===== config.mk =====
export PLATFORM = sky130hd
export DESIGN_NAME = dbt_tenure
export DESIGN_NICKNAME = d
export VERILOG_FILES = /design/src/dbt_pkg.sv /design/src/dbt_beat_mem.sv /design/src/dbt_snoop.sv /design/src/dbt_tenure.sv
export SDC_FILE = /design/constraint.sdc
export NUM_CORES = 1
export LEC_CHECK = 0
export BUFFER_PORTS_ARGS = -buffer_cell sky130_fd_sc_hd__clkbuf_2
export CAP_MARGIN = 20
export CORE_AREA = 3 3 255 257
export CTS_BUF_LIST = sky130_fd_sc_hd__clkbuf_16
export DETAILED_ROUTE_END_ITERATION = 12
export DIE_AREA = 0 0 258 260
export PLACE_DENSITY = 0.83
export SLEW_MARGIN = 10
export SYNTH_ARGS = -nofsm -noshare
export SYNTH_HDL_FRONTEND = slang
export SYNTH_HIERARCHICAL = 1
export SYNTH_SLANG_ARGS = --single-unit

===== constraint.sdc =====
create_clock -name ref_clk -period 10.2 [get_ports ref_clk]
set_input_delay 0 -clock ref_clk [delete_from_list [all_inputs] [get_ports ref_clk]]
set_output_delay 0 -clock ref_clk [all_outputs]
set_load 0.005 [all_outputs]

===== src/dbt_pkg.sv =====
// constants and types for the data tenure controller
`default_nettype none
package dbt_pkg;
  localparam logic [7:0] CTRL_OFS = 8'h00;
  localparam logic [7:0] EXTACC_OFS = 8'h04;
  localparam logic [7:0] STATUS_OFS = 8'h08;
  localparam logic [7:0] ERRCNT_OFS = 8'h0C;
  localparam int CTRL_MCE_BIT = 0;
  localparam int CTRL_NORETRY_BIT = 1;
  localparam int EXTACC_BURST_BIT = 28;
  localparam logic [31:0] CTRL_RESET = 32'h0000_0001;
  localparam int DATA_W = 64;
  localparam int PAR_W = 8;
  localparam int BEAT_W = 2;
  localparam logic [2:0] BURST_BEATS = 3'h4;
  localparam logic [2:0] SINGLE_BEATS = 3'h1;
  localparam logic [31:0] DW_MASK = 32'hFFFF_FFF8;
  localparam logic [31:0] LINE_MASK = 32'hFFFF_FFE0;
  localparam logic [1:0] DONE_OK = 2'h0;
  localparam logic [1:0] DONE_ERR = 2'h1;
  localparam logic [1:0] DONE_RETRY = 2'h2;
  localparam int SNP_LINES = 4;
  localparam int SNP_IDX_LO = 5;
  localparam int SNP_TAG_LO = 7;
  typedef enum logic [2:0] {
    ST_IDLE = 3'b000,
    ST_WAIT_GRANT = 3'b001,
    ST_XFER = 3'b010,
    ST_CHECK = 3'b011,
    ST_HOLD = 3'b100,
    ST_GAP = 3'b101
  } dbt_state_e;
  typedef enum logic [1:0] {
    LN_INVALID = 2'b00,
    LN_EXCLUSIVE = 2'b01,
    LN_MODIFIED = 2'b10
  } dbt_line_e;
endpackage
`default_nettype wire


===== src/dbt_beat_mem.sv =====
// four-beat write data store with registered read port
`default_nettype none
module dbt_beat_mem (
  input wire logic ref_clk,
  input wire logic rst,
  input wire logic wrEn,
  input wire logic [dbt_pkg::BEAT_W-1:0] wrIdx,
  input wire logic [dbt_pkg::DATA_W+dbt_pkg::PAR_W-1:0] wrWord,
  input wire logic [dbt_pkg::BEAT_W-1:0] rdIdx,
  output logic [dbt_pkg::DATA_W+dbt_pkg::PAR_W-1:0] rdWord
);
  localparam int WORD_W = dbt_pkg::DATA_W + dbt_pkg::PAR_W;
  logic [WORD_W-1:0] mem [0:(1<<dbt_pkg::BEAT_W)-1];

  always_ff @(posedge ref_clk)
  begin
    if (wrEn)
    begin
      mem[wrIdx] <= wrWord;
    end
  end

  always_ff @(posedge ref_clk or posedge rst)
  begin
    if (rst)
    begin
      rdWord <= '0;
    end
    else
    begin
      rdWord <= mem[rdIdx];
    end
  end
endmodule
`default_nettype wire


===== src/dbt_snoop.sv =====
// snoop qualification and line state tracking
`default_nettype none
module dbt_snoop (
  input wire logic ref_clk,
  input wire logic rst,
  input wire logic addrBusMaster,
  input wire logic transferStartIn,
  input wire logic globalSnoopIn,
  input wire logic [31:0] snoopAddr,
  input wire logic lineFillValid,
  input wire logic [31:0] lineFillAddr,
  input wire logic lineFillDirty,
  output logic snoopHit,
  output logic snoopPush
);
  localparam int IW = $clog2(dbt_pkg::SNP_LINES);
  localparam int TW = 32 - dbt_pkg::SNP_TAG_LO;
  logic [TW-1:0] tagMem [0:dbt_pkg::SNP_LINES-1];
  dbt_pkg::dbt_line_e lineState [0:dbt_pkg::SNP_LINES-1];
  logic qualified, hit;
  logic [IW-1:0] sIdx, fIdx;

  assign sIdx = snoopAddr[dbt_pkg::SNP_IDX_LO +: IW];
  assign fIdx = lineFillAddr[dbt_pkg::SNP_IDX_LO +: IW];
  assign qualified = !addrBusMaster && transferStartIn && globalSnoopIn;
  assign hit = qualified && lineState[sIdx] != dbt_pkg::LN_INVALID &&
    tagMem[sIdx] == snoopAddr[31:dbt_pkg::SNP_TAG_LO];

  always_ff @(posedge ref_clk or posedge rst)
  begin
    if (rst)
    begin
      snoopHit <= 1'b0;
      snoopPush <= 1'b0;
      for (int i = 0; i < dbt_pkg::SNP_LINES; i++)
      begin
        lineState[i] <= dbt_pkg::LN_INVALID;
        tagMem[i] <= '0;
      end
    end
    else
    begin
      snoopHit <= hit;
      snoopPush <= hit && lineState[sIdx] == dbt_pkg::LN_MODIFIED;
      if (lineFillValid)
      begin
        tagMem[fIdx] <= lineFillAddr[31:dbt_pkg::SNP_TAG_LO];
        lineState[fIdx] <= lineFillDirty ? dbt_pkg::LN_MODIFIED :
          dbt_pkg::LN_EXCLUSIVE;
      end
      if (hit)
      begin
        lineState[sIdx] <= dbt_pkg::LN_INVALID;
      end
    end
  end
endmodule
`default_nettype wire


===== src/dbt_tenure.sv =====
// data tenure controller: bus master data phase, apb control, snoop
// Contract
// - data moves on two 32-bit halves plus eight parity lines.
// - single beats carry 1 to 8 bytes; bursts carry eight words.
// - burst indicator marks bursts, or external access bit 28 for ext ops.
// - critical misses start at doubleword address, other bursts at line.
// - read retry cancels previous beat; the beat waits for new ack.
// - retry after last beat: release busy, keep beat pending.
// - read retry is ignored during write tenures.
// - busy is negated for one cycle after final termination.
// - bus error ends the tenure at once, later acks ignored.
// - bus error gives machine check if enabled, else checkstop.
// - address retry for this tenure ends it immediately.
// - single beat ends on acknowledge; writes never sample retry.
// - burst ends after four acknowledges, not necessarily consecutive.
// - bus stays held while read retry is asserted.
// - global output follows the coherency page attribute.
// - snoop only when start and global coincide.
// - qualified snoop compares tags and updates line state on hit.
// - grant qualified only with busy, retries negated.
// - no-retry mode forwards read data on acknowledge.
`default_nettype none
module dbt_tenure (
  input wire logic ref_clk,
  input wire logic rst,
  input wire logic psel,
  input wire logic penable,
  input wire logic pwrite,
  input wire logic [7:0] paddr,
  input wire logic [31:0] pwdata,
  output logic [31:0] prdata,
  output logic pready,
  output logic pslverr,
  input wire logic reqValid,
  input wire logic reqWrite,
  input wire logic reqBurst,
  input wire logic reqCritical,
  input wire logic reqCoherent,
  input wire logic reqExtCtl,
  input wire logic [31:0] reqAddr,
  output logic reqReady,
  input wire logic fillValid,
  input wire logic [1:0] fillIdx,
  input wire logic [63:0] fillData,
  input wire logic [7:0] fillParity,
  output logic fwdValid,
  output logic [63:0] fwdData,
  output logic [7:0] fwdParity,
  output logic doneValid,
  output logic [1:0] doneStatus,
  output logic machineCheck,
  output logic checkstop,
  output logic [31:0] txAddr,
  output logic burstIndicator,
  output logic globalSnoopOut,
  input wire logic dbusGrant,
  input wire logic dbusBusyIn,
  output logic dbusBusyOut,
  output logic dbusBusyOe,
  input wire logic addrRetry,
  input wire logic beatAck,
  input wire logic readBeatRetry,
  input wire logic busErrorAck,
  input wire logic [31:0] dataHighIn,
  input wire logic [31:0] dataLowIn,
  input wire logic [7:0] dataParityIn,
  output logic [31:0] dataHighOut,
  output logic [31:0] dataLowOut,
  output logic [7:0] dataParityOut,
  output logic dataOe,
  input wire logic addrBusMaster,
  input wire logic transferStartIn,
  input wire logic globalSnoopIn,
  input wire logic [31:0] snoopAddr,
  input wire logic lineFillValid,
  input wire logic [31:0] lineFillAddr,
  input wire logic lineFillDirty,
  output logic snoopHit,
  output logic snoopPush
);
  dbt_pkg::dbt_state_e state, next_state;
  logic [31:0] ctrl, next_ctrl, extAccess, next_extAccess;
  logic [31:0] errCnt, next_errCnt;
  logic isWrite, next_isWrite, isBurst, next_isBurst;
  logic [2:0] ackCnt, next_ackCnt, cntEff;
  logic pend, next_pend, busyDrv, next_busyDrv;
  logic [71:0] stage, next_stage, memWord;
  logic next_fwdValid, next_doneValid, next_reqReady;
  logic [71:0] next_fwd;
  logic [1:0] next_doneStatus;
  logic next_machineCheck, next_checkstop, next_oe;
  logic [31:0] next_txAddr, next_prdata;
  logic next_burstInd, next_global, next_pready, next_pslverr;
  logic qualGrant, mce, noRetry, drop, errEv, accept, apbWr;
  logic [2:0] total;

  assign mce = ctrl[dbt_pkg::CTRL_MCE_BIT];
  assign noRetry = ctrl[dbt_pkg::CTRL_NORETRY_BIT];
  assign total = isBurst ? dbt_pkg::BURST_BEATS : dbt_pkg::SINGLE_BEATS;
  assign accept = reqValid && reqReady;
  assign qualGrant = dbusGrant && !dbusBusyIn && !readBeatRetry &&
    !addrRetry;
  // retry drops the staged read beat only
  assign drop = pend && readBeatRetry && !isWrite;
  assign cntEff = ackCnt - {2'b00, drop};
  // error during busy or read check window
  assign errEv = busErrorAck && (busyDrv || state == dbt_pkg::ST_CHECK ||
    state == dbt_pkg::ST_HOLD);
  assign apbWr = psel && penable && pready && pwrite;

  // write beats held in the beat store
  dbt_beat_mem beatMem (
    .ref_clk(ref_clk),
    .rst(rst),
    .wrEn(fillValid),
    .wrIdx(fillIdx),
    .wrWord({fillParity, fillData}),
    .rdIdx(next_ackCnt[1:0]),
    .rdWord(memWord)
  );

  dbt_snoop snoop (
    .ref_clk(ref_clk),
    .rst(rst),
    .addrBusMaster(addrBusMaster),
    .transferStartIn(transferStartIn),
    .globalSnoopIn(globalSnoopIn),
    .snoopAddr(snoopAddr),
    .lineFillValid(lineFillValid),
    .lineFillAddr(lineFillAddr),
    .lineFillDirty(lineFillDirty),
    .snoopHit(snoopHit),
    .snoopPush(snoopPush)
  );

  assign {dataParityOut, dataHighOut, dataLowOut} = memWord;

  always_comb
  begin
    next_state = state;
    next_isWrite = isWrite;
    next_isBurst = isBurst;
    next_ackCnt = ackCnt;
    next_pend = 1'b0;
    next_stage = stage;
    next_fwdValid = 1'b0;
    next_fwd = {fwdParity, fwdData};
    next_doneValid = 1'b0;
    next_doneStatus = doneStatus;
    next_machineCheck = 1'b0;
    next_checkstop = checkstop;
    next_errCnt = errCnt;
    next_txAddr = txAddr;
    next_burstInd = burstIndicator;
    next_global = globalSnoopOut;
    case (state)
      dbt_pkg::ST_IDLE:
      begin
        if (accept)
        begin
          next_isWrite = reqWrite;
          next_isBurst = reqBurst;
          next_ackCnt = '0;
          // burst flag or external access bit
          next_burstInd = reqExtCtl ?
            extAccess[dbt_pkg::EXTACC_BURST_BIT] : reqBurst;
          next_txAddr = !reqBurst ? reqAddr :
            (reqCritical ? (reqAddr & dbt_pkg::DW_MASK) :
            (reqAddr & dbt_pkg::LINE_MASK));
          next_global = reqCoherent;
          next_state = dbt_pkg::ST_WAIT_GRANT;
        end
      end
      dbt_pkg::ST_WAIT_GRANT:
      begin
        if (addrRetry)
        begin
          next_doneValid = 1'b1;
          next_doneStatus = dbt_pkg::DONE_RETRY;
          next_state = dbt_pkg::ST_IDLE;
        end
        else if (qualGrant)
        begin
          next_state = dbt_pkg::ST_XFER;
        end
      end
      dbt_pkg::ST_XFER, dbt_pkg::ST_CHECK, dbt_pkg::ST_HOLD:
      begin
        next_ackCnt = cntEff;
        // confirmed beat goes to the core
        if (pend && !drop && !isWrite)
        begin
          next_fwdValid = 1'b1;
          next_fwd = stage;
        end
        if (errEv)
        begin
          next_errCnt = errCnt + 32'h1;
          next_doneValid = 1'b1;
          next_doneStatus = dbt_pkg::DONE_ERR;
          next_machineCheck = mce;
          next_checkstop = checkstop || !mce;
          next_state = dbt_pkg::ST_GAP;
        end
        else if (addrRetry && state == dbt_pkg::ST_XFER)
        begin
          next_doneValid = 1'b1;
          next_doneStatus = dbt_pkg::DONE_RETRY;
          next_state = dbt_pkg::ST_GAP;
        end
        else if (state == dbt_pkg::ST_CHECK && !drop)
        begin
          next_doneValid = 1'b1;
          next_doneStatus = dbt_pkg::DONE_OK;
          next_state = dbt_pkg::ST_IDLE;
        end
        else if (state == dbt_pkg::ST_CHECK)
        begin
          // last beat retried, busy stays off
          next_state = dbt_pkg::ST_HOLD;
        end
        else if (beatAck)
        begin
          next_ackCnt = cntEff + 3'h1;
          if (!isWrite && noRetry)
          begin
            // forward at once in no-retry mode
            next_fwdValid = 1'b1;
            next_fwd = {dataParityIn, dataHighIn, dataLowIn};
          end
          else if (!isWrite)
          begin
            next_pend = 1'b1;
            next_stage = {dataParityIn, dataHighIn, dataLowIn};
          end
          if (cntEff == total - 3'h1)
          begin
            if (!isWrite && !noRetry)
            begin
              next_state = dbt_pkg::ST_CHECK;
            end
            else
            begin
              next_doneValid = 1'b1;
              next_doneStatus = dbt_pkg::DONE_OK;
              next_state = dbt_pkg::ST_GAP;
            end
          end
        end
      end
      default:
      begin
        next_state = dbt_pkg::ST_IDLE;
      end
    endcase
    // busy only in the transfer state
    next_busyDrv = next_state == dbt_pkg::ST_XFER;
    next_oe = next_busyDrv && next_isWrite;
    next_reqReady = next_state == dbt_pkg::ST_IDLE && !accept;
  end

  always_comb
  begin
    next_ctrl = ctrl;
    next_extAccess = extAccess;
    next_prdata = prdata;
    next_pready = psel && !penable;
    next_pslverr = 1'b0;
    if (apbWr && paddr == dbt_pkg::CTRL_OFS)
    begin
      next_ctrl = pwdata;
    end
    else if (apbWr && paddr == dbt_pkg::EXTACC_OFS)
    begin
      next_extAccess = pwdata;
    end
    if (psel && !penable)
    begin
      if (paddr == dbt_pkg::CTRL_OFS)
      begin
        next_prdata = ctrl;
      end
      else if (paddr == dbt_pkg::EXTACC_OFS)
      begin
        next_prdata = extAccess;
      end
      else if (paddr == dbt_pkg::STATUS_OFS)
      begin
        next_prdata = {22'h0, busyDrv, checkstop, 1'b0, ackCnt,
          1'b0, state};
      end
      else if (paddr == dbt_pkg::ERRCNT_OFS)
      begin
        next_prdata = errCnt;
      end
      else
      begin
        next_prdata = '0;
        next_pslverr = 1'b1;
      end
    end
  end

  always_ff @(posedge ref_clk or posedge rst)
  begin
    if (rst)
    begin
      state <= dbt_pkg::ST_IDLE;
      ctrl <= dbt_pkg::CTRL_RESET;
      extAccess <= '0;
      errCnt <= '0;
      isWrite <= 1'b0;
      isBurst <= 1'b0;
      ackCnt <= '0;
      pend <= 1'b0;
      stage <= '0;
      busyDrv <= 1'b0;
      dataOe <= 1'b0;
      reqReady <= 1'b0;
      fwdValid <= 1'b0;
      {fwdParity, fwdData} <= '0;
      doneValid <= 1'b0;
      doneStatus <= dbt_pkg::DONE_OK;
      machineCheck <= 1'b0;
      checkstop <= 1'b0;
      txAddr <= '0;
      burstIndicator <= 1'b0;
      globalSnoopOut <= 1'b0;
      prdata <= '0;
      pready <= 1'b0;
      pslverr <= 1'b0;
    end
    else
    begin
      state <= next_state;
      ctrl <= next_ctrl;
      extAccess <= next_extAccess;
      errCnt <= next_errCnt;
      isWrite <= next_isWrite;
      isBurst <= next_isBurst;
      ackCnt <= next_ackCnt;
      pend <= next_pend;
      stage <= next_stage;
      busyDrv <= next_busyDrv;
      dataOe <= next_oe;
      reqReady <= next_reqReady;
      fwdValid <= next_fwdValid;
      {fwdParity, fwdData} <= next_fwd;
      doneValid <= next_doneValid;
      doneStatus <= next_doneStatus;
      machineCheck <= next_machineCheck;
      checkstop <= next_checkstop;
      txAddr <= next_txAddr;
      burstIndicator <= next_burstInd;
      globalSnoopOut <= next_global;
      prdata <= next_prdata;
      pready <= next_pready;
      pslverr <= next_pslverr;
    end
  end

  assign dbusBusyOut = busyDrv;
  assign dbusBusyOe = busyDrv;
endmodule
`default_nettype wire


# After elaboration in Yosys (flattened, before gate mapping)
# Memory sizes are Yosys's and may differ from the RTL's. A register that Yosys moved wholly into a read port is not among the register bits.
# Index checks and enable logic that the tools add are counted.
op_classes:
  add_sub_neg: 4
  reduce_logical: 54
  n_bitwise: 11
  n_lt_le_gt_ge: 4
  muxes: 95
  eq_ne: 17
op_table:
  columns: ["operator", "count"]
  rows:
  - ["2-to-1 mux 72 bit", 7]
  - ["2-to-1 mux 32 bit", 4]
  - ["bitwise mux 100 bit", 1]
  - ["2-to-1 mux 25 bit", 3]
  - ["2-to-1 mux 3 bit", 17]
  - ["binary-select mux 25 bit (select 2 bit)", 1]
  - ["demux 25 bit (select 2 bit)", 1]
  - ["2-to-1 mux 1 bit", 36]
  - ["adder 32 x 1 -> 32 bit (second input constant)", 1]
  - ["logical AND 1 bit", 28]
  - ["2-to-1 mux 2 bit", 13]
  - ["equality test 25 bit", 1]
  - ["!= test 5 bit (second input constant)", 4]
  - ["equality test 8 x 4 -> 1 bit (second input constant)", 2]
  - ["2-to-1 mux 8 bit", 2]
  - ["zero test 1 bit", 10]
  - ["2-to-1 mux 5 bit", 2]
  - ["equality test 3 x 2 -> 1 bit (second input constant)", 3]
  - ["case mux 3 bit (3 select lines)", 1]
  - ["AND 8 bit", 1]
  - ["bitwise mux 8 bit", 1]
  - ["demux 2 bit (select 2 bit)", 2]
  - ["equality test 8 x 3 -> 1 bit (second input constant)", 1]
  - ["zero test 8 bit", 1]
  - ["24 further kinds", 42]
totals:
  ff_bits: 436
  inputBits: 305
  ram_bits: 288
  n_memories: 1
mem_list:
  columns: ["name", "words", "word_bits", "read_ports", "rd_ports_with_merged_regs", "write_ports", "line", "source"]
  rows:
  - ["beatMem.mem", 4, 72, 1, 1, 1, "dbt_beat_mem.sv:13", "logic [WORD_W-1:0] mem [0:(1<<dbt_pkg::BEAT_W)-1];"]

# Depth between registers and ports, before layout
depth:
  ltp_word: 13
  ltp_mapped: 11
  depth_no_buf: 10

# By module
# Netlist, hierarchy kept.
modules_own_cells:
  columns: ["mod", "cells_each", "instances", "area_each_um2"]
  rows:
  - ["dbt_tenure", 1165, 1, 13908.3]
  - ["dbt_beat_mem", 453, 1, 12304.3]
  - ["dbt_snoop", 366, 1, 5280.1]

# Worst setup path before layout
# Ideal clock, no wire load.
synth_path:
  path_type: "input-to-reg"
  from: "input port fillIdx[0]"
  to: "memory beatMem/mem[0][0] (netlist bit), enable pin"
  n_path_buf: 0
  arrival_ps: 5277
  stages: 1
  path_slack_ps: 4316
  path_cell_list: "nor3b_1"
synth_rtl:
  columns: ["item", "line", "source"]
  rows:
  - ["from (decl)", "dbt_tenure.sv:43", "input wire logic [1:0] fillIdx,"]
  - ["to (decl)", "dbt_beat_mem.sv:13", null]
# No word-level cell before the write port.

# Worst setup path after layout
layout_path:
  from: "register state[2]"
  to: "register beatMem/rdWord[9] (netlist bit), read port of beatMem.mem"
layout_between:
  elab_chain_cells: 6
layout_lines:
  columns: ["item", "line", "source"]
  rows:
  - ["from (decl)", "dbt_tenure.sv:81", "dbt_pkg::dbt_state_e state, next_state;"]
  - ["from (signal assigned)", "dbt_tenure.sv:308", "state <= dbt_pkg::ST_IDLE;"]
  - ["from (signal assigned)", "dbt_tenure.sv:335", "state <= next_state;"]
  - ["equality test 3 x 2 -> 1 bit", null, null]
  - ["2-to-1 mux 3 bit (tied with other cells)", "dbt_tenure.sv:217", "else if (state == dbt_pkg::ST_CHECK)"]
  - ["2-to-1 mux 3 bit / logical OR 1 bit (equally long branches)", "dbt_tenure.sv:211, dbt_tenure.sv:107", null]
  - ["2-to-1 mux 3 bit / logical AND 1 bit (equally long branches)", "dbt_tenure.sv:205, dbt_tenure.sv:107", null]
  - ["2-to-1 mux 3 bit", "dbt_tenure.sv:196", "if (errEv)"]
  - ["case mux 3 bit (2 select lines) (*)", "dbt_tenure.sv:156", "case (state)"]
  - ["via next_ackCnt[0]", "dbt_tenure.sv:85", "logic [2:0] ackCnt, next_ackCnt, cntEff;"]
  - ["to (decl)", "dbt_beat_mem.sv:10", "output logic [dbt_pkg::DATA_W+dbt_pkg::PAR_W-1:0] rdWord"]
# The timed path passes the listed nets; every way through them passes the cells marked *.
# A chain may end at the register's enable or synchronous reset.

==> flow_summary.yaml <==
outcome:
  outcome: "finished clean"
critical_path:
  cp_data_arrival_time_ns: 4.49
  crit_type: "reg -> reg"
  cpMostUsedCell: "buf_4"
  max_stage_delay_ns: 0.73
  start_kind: "register"
  crit_required_ns: 10.68
  cp_slowest_cell: "buf_4"
  path_buf_inv: 2
  cp_cell_sequence: "nor2b_1 -> nor2_1 -> nand3_1 -> o21ai_4 -> buf_4 -> buf_4 -> mux4_2"
  worstPathMaxFanout: 46
  cpLargestDelayFamily: "buffers and inverters"
  end_kind: "register"
power_and_ir_drop:
  p_sw_mw: 2.08
  p_leak_nw: 17.6
  ir_worst_vdd_v: 0.000192
  powerDensity_nw_per_um2: 201
  intPower_mw: 5.99
  p_comb_share_pct: 14.4
  sequentialPowerShare_pct: 48.8
  clkPwrFrac_pct: 36.8
  switching_share_pct: 25.8
detailed_routing:
  drtAntennaViolNets: 0
  vias_per_cell: 5.62
  first_pass_iters: 5
  top_layer_used: "met5"
  drt-met1-wl_um: 31500
  drt_wl_total_um: 86100
  route.detailed.drc: 0
  drt-initial-drc-count: 1951
  wl_met2_um: 44100
  wl_per_cell_um: 23.3
  dr_wl_met3_um: 7440
  vias: 20800
logic_synthesis:
  syn_area_per_cell_um2: 15.9
  syn_area_um2: 31500
  ys_seq_area_share_pct: 67.8
  yosys.area.top_type_share_pct: 40.3
  yosysUniqueCellTypes: 65
  synth_nets: 2293
  synth_edf_count: 288
  yosys_warnings: 6
  synthTopCellsByArea: "dfrtp_1 40%, edfxtp_1 27%, mux2_2 7.9%"
  ys.flop_type: "dfrtp_1"
  ys_ff_latch: 796
  synth_top_area_cell: "dfrtp_1"
  netlist_instances: 1984
  async_flop_share_pct: 63.8
global_routing:
  grt_usage_pct: 25.4
  grt_overflow: 0
  antenna_found_initial: 7
  grt_max_degree: 194
  grt_first_pass_wirelength_um: 132000
  grt_pass1_vias: 22600
cts:
  clock-sinks: 796
  htree_levels: 3
  cts_resized: 0
  cts_buffer_depth: 3
  cts_tree: "yes"
  root_buffer: "clkbuf_16"
  clk_latency_ns: 0.63
  numCtsBuffers: 81
  clk_pin_slew_ns: 0.07
  post_cts_buffers: 0
  cts_hold_buffers: 266
placement:
  placed_area_um2: 34800
  gp_congestion: 0.940
  dpl.hpwl_um: 51500
  port_buffers: 518
  place_inst: 3267
  preCtsSetupSlack_ns: 6.18
final_layout:
  finalNonFillerCells: 3694
  n_fill_cell: 4183
  area_growth_syn_to_layout_pct: 27.7
  design_area_um2: 40200
  final_nets: 3081
  fin_util_pct: 63.9
  drive_gt1_share_pct: 37.1
  regArea_um2: 21400
  multi_input_area_um2: 9340
die:
  core-area_um2: 63000
  num_rows: 92
  die_h_um: 260
  io_pins: 529
  die_w_um: 258
  start_util_pct: 50.0
  die_area_um2: 67100
timing:
  fmax_mhz: 250
  fin_crit_sh_pct: 39.3
  skew_ns: 0.0337
  worst_slack_ns: 6.19
  max_slew.worst_pin.slew_ns: 1.17
  min_period_ns: 4.01
  relSlewSlack_pct: 22.2
  slew_viol_final: 0
  setup_viol: 0
  rsz0062_at_grt: "no"
  hold_violations: 0
  fin_setup_tns_ns: 0
hold_path:
  holdCritPathClass: "in -> reg"
run:
  drv_cap: 0
[Yosys cell counts, types with 10 or more instances]
| master | instances |
|---|---|
| a21oi_1 | 18 |
| a221oi_2 | 20 |
| a22oi_1 | 26 |
| buf_2 | 28 |
| clkbuf_1 | 51 |
| dfrtp_1 | 507 |
| edfxtp_1 | 288 |
| inv_1 | 66 |
| mux2_2 | 220 |
| mux2i_1 | 59 |
| mux4_1 | 10 |
| mux4_2 | 78 |
| nand2_1 | 149 |
| nand2b_1 | 55 |
| nand3_1 | 23 |
| nor2_1 | 65 |
| o21ai_0 | 64 |
| o221a_2 | 48 |
| xnor2_1 | 35 |
| xor2_1 | 23 |
[state kept, by name, indices dropped and copies added (netlist names), 2 cells and up]
| signal | count |
|---|---|
| ackCnt | 3 |
| beatMem/mem | 288 |
| doneStatus | 2 |
| prdata | 32 |
| fwdParity | 8 |
| snoop/lineState | 8 |
| beatMem/rdWord | 72 |
| state | 3 |
| extAccess | 32 |
| fwdData | 64 |
| errCnt | 32 |
| snoop/tagMem | 100 |
| txAddr | 32 |
| ctrl | 32 |
| stage | 72 |
[cell usage in the layout (no fill, tap or decap), drive strengths merged, types with 55 or more instances in the layout]
cell type    instances
clkbuf             602
dfrtp              507
edfxtp             288
dlygate4sd3        266
mux2               220
nand2              149
inv                 89
mux4                88
nor2                65
o21ai               65
mux2i               59
nand2b              55
[per-layer routing]
layer | GRT usage [%] | up-vias
li1 | - | 8939
met3 | 7.41 | 234
met2 | 43.9 | 1012
met5 | 0 | -
met4 | 9.47 | 2
met1 | 30.3 | 10600
[kinds of logic after synthesis]
logic type / count (synthesis) / synth area share, %
multiplexers: 367 / 16.2
flip-flops: 796 / 67.8
buffers and inverters: 173 / 2.75
adder cells (fa/ha/maj): 4 / 0.159
AO/OA/AOI/OAI: 225 / 5.88
AND/OR/NAND/NOR: 361 / 5.61
XOR/XNOR: 58 / 1.61
[worst paths after layout]
kind | from | end | slack [ns] | cells past startpoint
worst max register to register | state[2] | beatMem/rdWord[9] | 6.19 | 7
min in group asynchronous | rst | snoop/tagMem[89] | 0.12 | 3
worst min register to register | txAddr[2] | txAddr[2] | 0.47 | 2
max in group asynchronous | rst | txAddr[10] | 8.25 | 4
worst max-delay path | state[2] | beatMem/rdWord[9] | 6.19 | 7
worst min-delay path | snoopAddr[9] | snoop/lineState[0] | 0.04 | 5
[metrics by stage]
| stage | hold WS (ns) | power, mW |
|---|---|---|
| final | 0.0442 | 8.07 |
| after global routing | 0.0495 | 8.38 |
| after CTS | 0.00196 | 8.07 |
| after detailed placement | 0.198 | 5.02 |
| after global placement | 0.183 | 4.94 |
| after floorplan | 0.0989 | 4.60 |
[worst register-to-register path, delay by kind of cell, from the launching register on]
kind | cells | cell delay, ns
buf+inv | 2 | 1.42
simple gates | 3 | 1.20
mux | 1 | 0.60
flops | 1 | 0.56
compound gates | 1 | 0.10
[layout make-up]
| type | instances | area share (%) |
|---|---|---|
| Antenna cell | 9 | 0.0560 |
| Multi-Input combinational cell | 1015 | 23.2 |
| Timing Repair Buffer | 811 | 13.7 |
| Inverter | 67 | 0.653 |
| Clock inverter | 66 | 1.38 |
| Sequential cell | 796 | 53.1 |
| Clock buffer | 84 | 5.23 |
| Tap cell | 846 | 2.63 |
[power by group through the flow]
| stage | Sequential, mW | Combinational (mW) | Clock, mW |
|---|---|---|---|
| 2_1_floorplan | 3.93 | 0.677 | 0 |
| 3_5_place_dp | 3.98 | 1.05 | 0 |
| 5_1_grt | 3.97 | 1.27 | 3.14 |
| 3_3_place_gp | 3.94 | 0.998 | 0 |
| 4_1_cts | 3.92 | 1.15 | 2.99 |
| 6_report | 3.94 | 1.16 | 2.97 |
(Power assumes the default switching activity.)
